<file path="src/rtl/wdt_sleep_pkg.sv">
// constants, register map and carriers for the watchdog and sleep control block
// assumes a 100 MHz system clock and a 32-bit register bus
package wdt_sleep_pkg;
	// clock and timing
	localparam int CLK_MHZ = 100;
	localparam int WDT_PERIOD_MS = 18;
	localparam int WDT_PERIOD_CYC = WDT_PERIOD_MS * 1000 * CLK_MHZ;
	localparam int OST_TOSC = 1024;
	localparam int OST_CYC = OST_TOSC;
	localparam logic [10:0] OST_LAST = 11'(OST_CYC - 1);

	// register indices, byte address is four times the index
	localparam logic [15:0] IDX_OPTION = 16'h0081;
	localparam logic [15:0] IDX_CONFIG = 16'h2007;
	localparam logic [15:0] IDX_IRQCTL = 16'h000b;
	localparam logic [15:0] IDX_STATUS = 16'h0003;
	localparam logic [17:0] ADDR_OPTION = {IDX_OPTION, 2'b00};
	localparam logic [17:0] ADDR_CONFIG = {IDX_CONFIG, 2'b00};
	localparam logic [17:0] ADDR_IRQCTL = {IDX_IRQCTL, 2'b00};
	localparam logic [17:0] ADDR_STATUS = {IDX_STATUS, 2'b00};

	// reset values
	localparam logic [7:0] OPTION_RST = 8'hff;
	localparam logic [7:0] IRQCTL_RST = 8'h00;
	localparam logic [7:0] CONFIG_RST = 8'h00;

	// option field positions
	localparam int OPT_PSA = 3;
	localparam int OPT_PS_LO = 0;
	// config word field positions
	localparam int CFG_WATCHDOG_ENABLE_CFG = 2;
	localparam int CFG_FOSC2 = 4;
	localparam int CFG_FOSC1 = 1;
	localparam int CFG_FOSC0 = 0;
	// irq control and status field positions
	localparam int IRQ_GIE = 7;
	localparam int ST_TO = 4;
	localparam int ST_PD = 3;
	localparam int ST_ASLEEP = 0;

	// power state
	typedef enum logic [1:0] {RUN, ASLEEP, OSC_START} pstate_type;

	// instruction events from the processor core, one-cycle pulses
	typedef struct packed {
		logic clearWdt;
		logic sleep;
	} core_event_type;

	// indications back to the core
	typedef struct packed {
		logic deviceReset;
		logic resume;
		logic toVector;
		logic sleepNop;
	} core_answer_type;
endpackage

</file>
<file path="src/rtl/wdt_sleep_ctrl.sv">
// watchdog timer with sleep entry and wake-up control, APB register slave
// assumes clear_watchdog_instr/sleep pulses and interrupt flags come from logic on clk;
// the master-clear pin is asynchronous and is synchronised here
//
// Chosen here: the APB interface to the registers.
module wdt_sleep_ctrl #(
	parameter int WDT_BASE_CYC = wdt_sleep_pkg::WDT_PERIOD_CYC
) (
	// clock and power-on reset
	input wire logic clk,
	input wire logic resetn,
	// apb slave
	input wire logic psel,
	input wire logic penable,
	input wire logic pwrite,
	input wire logic [31:0] paddr,
	input wire logic [31:0] pwdata,
	output logic [31:0] prdata,
	output logic pready,
	output logic pslverr,
	// core side
	input wire wdt_sleep_pkg::core_event_type coreEvent,
	output wdt_sleep_pkg::core_answer_type coreAnswer,
	// interrupt sources
	input wire logic [7:0] irqFlags,
	input wire logic [7:0] irqEnables,
	// device pins and strap
	input wire logic masterClearPinN,
	input wire logic [7:0] configWordIn,
	output logic mainOscEnable,
	output logic ioHold
);

	////////////////////////////////////////////////////////////////////////
	// declarations

	wdt_sleep_pkg::pstate_type state_r;
	logic [7:0] option_r;
	logic [7:0] irqCtl_r;
	logic [7:0] config_r;
	logic cfgLoaded_r;
	logic timeoutFlag_r;
	logic powerdownFlag_r;
	logic [31:0] baseCnt_r;
	logic [6:0] postCnt_r;
	logic [10:0] ostCnt_r;
	logic mclrMeta_r;
	logic mclrSync_r;
	logic [31:0] prdata_r;
	logic slvErr_r;
	wdt_sleep_pkg::core_answer_type answer_r;

	logic wdtOn;
	logic crystalMode;
	logic irqPending;
	logic sleepTake;
	logic sleepNop;
	logic wdtTick;
	logic [6:0] postLimit;
	logic timeout;
	logic wakeIrq;
	logic wakeWdt;
	logic wakeAny;
	logic wdtClear;
	logic mclrActive;
	logic devReset;
	logic setupPhase;
	logic accessWrite;
	logic [17:0] regAddr;

	////////////////////////////////////////////////////////////////////////
	// master-clear synchroniser; only the second stage is looked at

	always_ff @(posedge clk or negedge resetn) begin
		if (!resetn) begin
			mclrMeta_r <= 1'b0;
			mclrSync_r <= 1'b0;
		end else begin
			mclrMeta_r <= ~masterClearPinN;
			mclrSync_r <= mclrMeta_r;
		end
	end

	// pin is input only: a watchdog reset stays inside the device
	assign mclrActive = mclrSync_r;

	////////////////////////////////////////////////////////////////////////
	// configuration strap, caught after reset release

	// a strap cannot be loaded under async reset, so take it on the first edge
	always_ff @(posedge clk or negedge resetn) begin
		if (!resetn) begin
			config_r <= wdt_sleep_pkg::CONFIG_RST;
			cfgLoaded_r <= 1'b0;
		end else if (!cfgLoaded_r) begin
			config_r <= configWordIn;
			cfgLoaded_r <= 1'b1;
		end
	end

	// no register bit can turn the watchdog on once the fuse is clear
	assign wdtOn = config_r[wdt_sleep_pkg::CFG_WATCHDOG_ENABLE_CFG] & cfgLoaded_r;
	// oscillator modes with fosc2 low and not both low bits set need start-up
	assign crystalMode = ~config_r[wdt_sleep_pkg::CFG_FOSC2]
		& ~(config_r[wdt_sleep_pkg::CFG_FOSC1] & config_r[wdt_sleep_pkg::CFG_FOSC0]);

	////////////////////////////////////////////////////////////////////////
	// interrupt and sleep decisions

	// only individually enabled sources count, the global bit is ignored
	assign irqPending = |(irqFlags & irqEnables);
	assign sleepNop = coreEvent.sleep & ~irqCtl_r[wdt_sleep_pkg::IRQ_GIE]
		& irqPending;
	assign sleepTake = coreEvent.sleep & ~sleepNop & (state_r == wdt_sleep_pkg::RUN);
	assign wakeIrq = (state_r == wdt_sleep_pkg::ASLEEP) & irqPending;
	assign wakeWdt = (state_r == wdt_sleep_pkg::ASLEEP) & timeout;
	assign wakeAny = wakeIrq | wakeWdt;
	assign devReset = mclrActive | (timeout & (state_r != wdt_sleep_pkg::ASLEEP));

	////////////////////////////////////////////////////////////////////////
	// watchdog base counter, runs on the always-on tick even while asleep

	// the main oscillator enable does not gate this counter
	assign wdtTick = wdtOn & (baseCnt_r == 32'(WDT_BASE_CYC - 1));
	assign wdtClear = coreEvent.clearWdt | sleepTake | wakeAny | mclrActive;

	always_ff @(posedge clk or negedge resetn) begin
		if (!resetn) begin
			baseCnt_r <= 32'h0000_0000;
		end else if (wdtClear || !wdtOn || wdtTick) begin
			baseCnt_r <= 32'h0000_0000;
		end else begin
			baseCnt_r <= baseCnt_r + 32'h0000_0001;
		end
	end

	////////////////////////////////////////////////////////////////////////
	// postscaler, ratio 2^ps when assigned to the watchdog

	always_comb begin
		if (option_r[wdt_sleep_pkg::OPT_PSA]) begin
			postLimit = 7'((8'h01 << option_r[wdt_sleep_pkg::OPT_PS_LO +: 3]) - 8'h01);
		end else begin
			postLimit = 7'h00;
		end
	end

	assign timeout = wdtTick & (postCnt_r == postLimit);

	always_ff @(posedge clk or negedge resetn) begin
		if (!resetn) begin
			postCnt_r <= 7'h00;
		end else if (wdtClear || timeout) begin
			postCnt_r <= 7'h00;
		end else if (wdtTick) begin
			postCnt_r <= postCnt_r + 7'h01;
		end
	end

	////////////////////////////////////////////////////////////////////////
	// power state machine

	always_ff @(posedge clk or negedge resetn) begin
		if (!resetn) begin
			state_r <= wdt_sleep_pkg::RUN;
		end else if (mclrActive) begin
			state_r <= wdt_sleep_pkg::RUN;
		end else begin
			case (state_r)
				wdt_sleep_pkg::RUN: begin
					if (sleepTake) begin
						state_r <= wdt_sleep_pkg::ASLEEP;
					end
				end
				wdt_sleep_pkg::ASLEEP: begin
					if (wakeAny && crystalMode) begin
						state_r <= wdt_sleep_pkg::OSC_START;
					end else if (wakeAny) begin
						state_r <= wdt_sleep_pkg::RUN;
					end
				end
				wdt_sleep_pkg::OSC_START: begin
					if (ostCnt_r == wdt_sleep_pkg::OST_LAST) begin
						state_r <= wdt_sleep_pkg::RUN;
					end
				end
				default: begin
					state_r <= wdt_sleep_pkg::RUN;
				end
			endcase
		end
	end

	// start-up wait counter, runs only in the start-up state
	always_ff @(posedge clk or negedge resetn) begin
		if (!resetn) begin
			ostCnt_r <= 11'h000;
		end else if (state_r == wdt_sleep_pkg::OSC_START) begin
			ostCnt_r <= ostCnt_r + 11'h001;
		end else begin
			ostCnt_r <= 11'h000;
		end
	end

	// oscillator stopped and pins frozen through sleep and start-up
	assign mainOscEnable = (state_r == wdt_sleep_pkg::RUN);
	assign ioHold = (state_r != wdt_sleep_pkg::RUN);

	////////////////////////////////////////////////////////////////////////
	// timeout and power-down flags

	// a time-out in the same cycle as sleep entry wins: the flag reads clear
	always_ff @(posedge clk or negedge resetn) begin
		if (!resetn) begin
			timeoutFlag_r <= 1'b1;
			powerdownFlag_r <= 1'b1;
		end else begin
			if (timeout) begin
				timeoutFlag_r <= 1'b0;
			end else if (sleepTake) begin
				timeoutFlag_r <= 1'b1;
			end
			if (sleepTake) begin
				powerdownFlag_r <= 1'b0;
			end
		end
	end

	////////////////////////////////////////////////////////////////////////
	// answers to the core

	// resume pulses when execution restarts after a watchdog or interrupt wake
	always_ff @(posedge clk or negedge resetn) begin
		if (!resetn) begin
			answer_r <= '0;
		end else begin
			answer_r.deviceReset <= devReset;
			answer_r.sleepNop <= sleepNop;
			answer_r.resume <= ~mclrActive & (
				(wakeAny & ~crystalMode) |
				((state_r == wdt_sleep_pkg::OSC_START) &&
				(ostCnt_r == wdt_sleep_pkg::OST_LAST)));
			if (wakeAny) begin
				answer_r.toVector <= wakeIrq & irqCtl_r[wdt_sleep_pkg::IRQ_GIE];
			end else if (answer_r.resume) begin
				answer_r.toVector <= 1'b0;
			end
		end
	end

	assign coreAnswer = answer_r;

	////////////////////////////////////////////////////////////////////////
	// apb slave, zero wait states

	assign regAddr = paddr[17:0];
	assign setupPhase = psel & ~penable;
	assign accessWrite = psel & penable & pwrite & ~slvErr_r;

	// option and irq control; every device reset restores them
	always_ff @(posedge clk or negedge resetn) begin
		if (!resetn) begin
			option_r <= wdt_sleep_pkg::OPTION_RST;
			irqCtl_r <= wdt_sleep_pkg::IRQCTL_RST;
		end else if (devReset) begin
			option_r <= wdt_sleep_pkg::OPTION_RST;
			irqCtl_r <= wdt_sleep_pkg::IRQCTL_RST;
		end else if (accessWrite && regAddr == wdt_sleep_pkg::ADDR_OPTION) begin
			option_r <= pwdata[7:0];
		end else if (accessWrite && regAddr == wdt_sleep_pkg::ADDR_IRQCTL) begin
			irqCtl_r <= pwdata[7:0];
		end
	end

	// read data and error captured in setup so it is stable in access
	always_ff @(posedge clk or negedge resetn) begin
		if (!resetn) begin
			prdata_r <= 32'h0000_0000;
			slvErr_r <= 1'b0;
		end else if (setupPhase) begin
			slvErr_r <= 1'b0;
			if (regAddr != paddr[17:0] || paddr[31:18] != 14'h0000) begin
				prdata_r <= 32'h0000_0000;
				slvErr_r <= 1'b1;
			end else if (regAddr == wdt_sleep_pkg::ADDR_OPTION) begin
				prdata_r <= {24'h000000, option_r};
			end else if (regAddr == wdt_sleep_pkg::ADDR_CONFIG) begin
				prdata_r <= {24'h000000, config_r};
				slvErr_r <= pwrite; // read-only word
			end else if (regAddr == wdt_sleep_pkg::ADDR_IRQCTL) begin
				prdata_r <= {24'h000000, irqCtl_r};
			end else if (regAddr == wdt_sleep_pkg::ADDR_STATUS) begin
				prdata_r <= {24'h000000, 3'b000, timeoutFlag_r, powerdownFlag_r,
					2'b00, state_r != wdt_sleep_pkg::RUN};
				slvErr_r <= pwrite;
			end else begin
				prdata_r <= 32'h0000_0000;
				slvErr_r <= 1'b1;
			end
		end
	end

	assign prdata = prdata_r;
	assign pready = 1'b1;
	assign pslverr = psel & penable & slvErr_r;
endmodule

</file>
<file path="config.mk">
export PLATFORM = sky130hd
export DESIGN_NAME = wdt_sleep_ctrl
export DESIGN_NICKNAME = d
export VERILOG_FILES = /design/src/rtl/wdt_sleep_pkg.sv /design/src/rtl/wdt_sleep_ctrl.sv
export SDC_FILE = /design/constraint.sdc
export NUM_CORES = 1
export LEC_CHECK = 0
export BUFFER_PORTS_ARGS = -buffer_cell sky130_fd_sc_hd__buf_2
export CAP_MARGIN = 20
export CORE_MARGIN = 3
export CORE_UTILIZATION = 45
export DETAILED_ROUTE_END_ITERATION = 10
export PLACE_DENSITY = 0.84
export REMOVE_ABC_BUFFERS = 1
export SYNTH_ARGS = -nofsm -noshare
export SYNTH_HDL_FRONTEND = slang
export SYNTH_SLANG_ARGS = --single-unit
</file>
<file path="constraint.sdc">
create_clock -name clk -period 2.27 [get_ports clk]
set_clock_uncertainty 0.2 [all_clocks]
set_input_delay 0.454 -clock clk [delete_from_list [all_inputs] [get_ports clk]]
set_output_delay 0.454 -clock clk [all_outputs]
set_load 0.03 [all_outputs]
</file>
Word-level counts from Yosys, hierarchy flattened. Index checks and enable logic that the tools add are counted.

Register bits: 118. Bits in latches: 0. RAM bits: 0. Bits in read-only memories: 0. Memories kept: 0.

Add/sub/neg operators: 4. Multiply operators: 0. Divide/modulo/power cells: 0. Magnitude comparators: 0. Eq/ne operators: 14. Shift operators: 1. Multiplexer cells: 30. Bitwise operators: 36. Reductions and logical operators: 19.

Operators with widths (count): $mux 32 (2); $mux 8 (8); $add 32x1->32 const B (1); $eq 32x21->1 const B (1); $mux 7 (3); $and 1x1->1 (20); $eq 18x10->1 const B (1); $eq 18x16->1 const B (1); $eq 18x4->1 const B (1); $eq 18x6->1 const B (1); $reduce_bool 14->1 (1); $reduce_bool 2->1 (6); $add 11x1->11 const B (1); $eq 11x10->1 const B (1); $mux 11 (1); $mux 2 (5); $mux 1 (9); $not 1->1 (9); $and 8x8->8 (1); $reduce_or 8->1 (1); $add 7x1->7 const B (1); $eq 7x7->1 (1); $shl 1x3->7 const A (1); $sub 7x1->7 const B (1); 16 further kinds (26).

Longest topological paths before layout.
Word-level depth: 12. Depth in mapped cells: 8. Gate-level depth less buffers: 7.

Least setup slack after synthesis. Ideal clock, no wire load.

Path type: input to register. From: in paddr[17]. To: reg irqCtl_r[0]. Library setup time: 0.122 ns. Data arrival time: 2.183 ns. Required time: 1.948 ns. Path slack: -0.235 ns. Stages: 7. Buffers on the path: 1. Cell sequence: or3_4 -> or3b_4 -> nor3_4 -> nor4b_4 -> buf_6 -> mux2i_1 -> nor2_2.

Cells in the longest elaborated chain, start to end: 4. Elaborated cells on any way between the ends: 7.

RTL lines: start: declaration (line wdt_sleep_ctrl.sv:16) `input wire logic [31:0] paddr,`; $eq 18x10->1 or $eq 18x6->1 (tied branches) (line wdt_sleep_ctrl.sv:268, wdt_sleep_ctrl.sv:270); $logic_and 1x1->1 (on tied branches) (line wdt_sleep_ctrl.sv:268, wdt_sleep_ctrl.sv:270); $ne 2x2->1 (no line) or $reduce_bool 2->1 (tied branches); $reduce_and 2->1 (no line) (*); end signal: assignment (line wdt_sleep_ctrl.sv:264) `irqCtl_r <= wdt_sleep_pkg::IRQCTL_RST;`; end signal: assignment (line wdt_sleep_ctrl.sv:267) `irqCtl_r <= wdt_sleep_pkg::IRQCTL_RST;`; end signal: assignment (line wdt_sleep_ctrl.sv:271) `irqCtl_r <= pwdata[7:0];`; end: declaration (line wdt_sleep_ctrl.sv:39) `logic [7:0] irqCtl_r;`.

Mark *: on every way between the ends. The rest lies on a longest branch, timed or not. A chain may end at the register's enable or synchronous reset.

Worst setup path in the final report.
From: reg option_r[3]. To: reg option_r[3].

Cells in the longest elaborated chain, start to end: 6. Elaborated cells on any way between the ends: 7.

RTL lines: start: declaration (line wdt_sleep_ctrl.sv:38) `logic [7:0] option_r;`; start signal: assignment (line wdt_sleep_ctrl.sv:263) `option_r <= wdt_sleep_pkg::OPTION_RST;`; start signal: assignment (line wdt_sleep_ctrl.sv:266) `option_r <= wdt_sleep_pkg::OPTION_RST;`; start signal: assignment (line wdt_sleep_ctrl.sv:269) `option_r <= pwdata[7:0];`; $mux 7 (*) (line wdt_sleep_ctrl.sv:141) `if (option_r[wdt_sleep_pkg::OPT_PSA]) begin`; $eq 7x7->1 (*) (line wdt_sleep_ctrl.sv:148) `assign timeout = wdtTick & (postCnt_r == postLimit);`; $and 1x1->1 (*) (line wdt_sleep_ctrl.sv:148); $and 1x1->1 (*) (line wdt_sleep_ctrl.sv:118) `assign devReset = mclrActive | (timeout & (state_r != wdt_sleep_pkg::ASLEEP));`; $or 1x1->1 (*) (line wdt_sleep_ctrl.sv:118); $mux 8 or $reduce_bool 2->1 (tied branches).

Marked as above.

==> out/qor.txt <==
mapped cell area = 4948 um2
Inserted Diodes = 0
Hold Path Class = primary input to flop
Peak Freq = 0.4462 GHz
P&R area growth vs syn = 23.31%
run status = finished clean
total die area = 12,290 um2
total power = 3.094 mW
sequential share of power = 55.2%
top_reg_cell synth = dfrtp_1
sequential share of the synthesized area = 47.79%
Tcrit/Tclk final = 98.74%
Crit. End Element = flop
Least-Margin Pin Slew = 0.5321 ns
CTS clk-pin slew, worst paths = 0.10 ns
Clk Latency, worst-skew pair = 0.36 ns
Max Cap Viol = 0
Final Hold Fails = 0
EDFF count, synth = 0
CP Data Required Time = 2.36 ns
crit path max fanout = 11
Comb pwr share = 8.9%
Sw Pwr = 0.7865 mW
RSZ-0062 raised after global routing = yes
Die Span X = 110.9 um
wire length per cell = 15.23 um
DR vias/cell = 5.378
max_slew headroom = 64.53%
Leakage = 2.747 nW
drt pass-1 iters = 5
GPL Wtd Cong = 0.9048
WP data arrival = 2.33 ns
initial antenna violation count = 0
Synth Area per Inst = 10.04 um2
largest net degree at the start of global routing = 95
# IOs = 136
drc violations = 0
Filler cells = 820
First DRT Iteration DRCs = 308
Initial Utilization = 47.09%
Synth Register Bits = 94
H-tree levels = 3
Site Rows = 37
DR vias = 4,141
internal power = 2.308 mW
clock buffer depth = 2
synth cell count leaders = 84 x dfrtp_1, 57 x nor2_1, 33 x nand2_1
hold_ws = 0.02276 ns
clock root buffer = clkbuf_8
min cycle time layout = 2.241 ns
Yosys cell types = 61
PwrDens = 507.1 nW/um2
Async S/R FF share, synth = 100.0%
vias in the first global route = 4,284
total CTS buffers = 9
global-route wire length before repair = 19,840 um
peak supply drop = 0.0003221 V
# nets final = 728
Final ANT Viol Nets = 0
CP startpoint kind = flop
top cell type's share of synthesized area = 42.48%
endpoints failing setup = 0
clock power share = 35.8%
chip height = 110.9 um
Total Routing Usage GR = 19.22%
Port Buffer Count = 86
hpwl dp = 8656 um
CORE AREA = 10,510 um2
fin. max-slew vios = 0
dominant cells by area after synthesis = dfrtp_1 42%, xor2_1 5.5%, dfstp_2 5.3%
share of layout cells above drive strength 1 = 32.02%
clock sink count = 94
Synth Instances = 493
count leader, synth = dfrtp_1
final wirelength = 11,730 um
critical path type = flop to flop
yosys warns = 0
CTS tree = built
switch share = 25.41%
area leader, netlist = dfrtp_1
total global routing overflow = 0
==> sequential cells by signal, indices dropped and copies added, names as in the netlist, 2 cells and up <==
name	cells
prdata	8
baseCnt_r	32
state_r	2
ostCnt_r	11
option_r	8
config_r	8
coreAnswer	4
irqCtl_r	8
postCnt_r	7
==> path summary, 6_finish.rpt <==
path                            slack [ns]       endpoint            start  cells past startpoint
min in group asynchronous             0.46    irqCtl_r[5]           resetn                      3
worst min register to register        0.20     mclrActive       mclrMeta_r                      0
worst max register to register        0.03    option_r[3]      option_r[3]                      7
max in group asynchronous             0.97  baseCnt_r[18]           resetn                      3
worst max-delay path                  0.03    option_r[3]      option_r[3]                      7
worst min-delay path                  0.02     mclrMeta_r  masterClearPinN                      2
==> routing by layer <==
layer | track usage (%) | part of all wire [%]
met5 | 0 | 0
met4 | 5.172 | 1.8
met3 | 4.531 | 5.9
met2 | 34.26 | 52
met1 | 23.25 | 40
==> layout by cell type, fill, tap and decap left out, drive strengths merged, types with 2 or more instances in the layout <==
| cell | n |
|---|---|
| buf | 139 |
| dfrtp | 84 |
| nor2 | 65 |
| nand2 | 33 |
| xor2 | 31 |
| nand3 | 29 |
| conb | 26 |
| o21ai | 18 |
| mux2i | 17 |
| and3 | 13 |
| nor4 | 13 |
| inv | 12 |
| nor3 | 11 |
| clkbuf | 11 |
| nand4 | 10 |
| a21oi | 10 |
| dfstp | 10 |
| xnor2 | 9 |
| mux2 | 9 |
| a22oi | 8 |
| or3 | 7 |
| nand2b | 5 |
| and2 | 5 |
| a222oi | 5 |
| nor4b | 5 |
| and4 | 4 |
| nor2b | 4 |
| o21a | 3 |
| a221oi | 3 |
| ha | 3 |
| clkinvlp | 3 |
| a2bb2oi | 3 |
| and3b | 2 |
| a211oi | 2 |
| nand3b | 2 |
| or2 | 2 |
| o22ai | 2 |
| o31ai | 2 |
==> power groups by stage <==
stage / Sequential [mW] / Clock (mW) / Combinational, mW
floorplan: 1.74 / 0 / 0.122
global placement: 1.74 / 0 / 0.264
detailed placement: 1.74 / 0 / 0.273
CTS: 1.71 / 1.13 / 0.276
global route: 1.71 / 1.20 / 0.300
finish: 1.71 / 1.11 / 0.276
==> worst max-delay path, stage by stage, from the launching register on <==
cell and delay (ns):
dfstp_2 0.66, a211oi_1 0.14, a22o_1 0.26, o22ai_2 0.26
nor2_4 0.09, a31oi_2 0.28, buf_4 0.22, nand2_1 0.07
==> timing repair <==
action,CTS,global route
buffers inserted,0,4
setup endpoints to repair,6,25
resized for setup,6,9
endpoints found under the hold margin,84,0
hold buffers,1,0
pin swaps,3,4
==> cell type report <==
class                      count  area, um2  area share [%]
tap                          136      170.2           2.789
sequential                    94       2366           38.77
multi-input combinational    373       2451           40.17
inverter                      11      43.79          0.7177
timing repair buffer         140      878.3           14.39
clock inverter                 5      61.31           1.005
clock buffer                  11      131.4           2.153
==> through the flow <==
step           util, %  instances  setup TNS (ns)  setup slack [ns]  instance area (um2)
5_1_grt          58.07        770         -0.3845          -0.04204                 6102
2_1_floorplan        -        478          -18.01            -1.109                 4778
4_1_cts          57.44        766               0         0.0005325                 6036
3_3_place_gp     55.13        749          -4.135           -0.2465                 5793
6_report         58.07        770               0           0.02870                 6102
3_5_place_dp     55.13        749          -5.665           -0.3089                 5793
==> logic make-up after synthesis <==
group,synth area share (%)
muxes,5.487
AOI/OAI and AO/OA,8.647
and+or+nand+nor,24.00
xor gates and xnor gates,7.080
other,0.1518
adders and majority gates,0.7586
buffers and inverters,6.093
DFF,47.79
(Power assumes the default switching activity.)
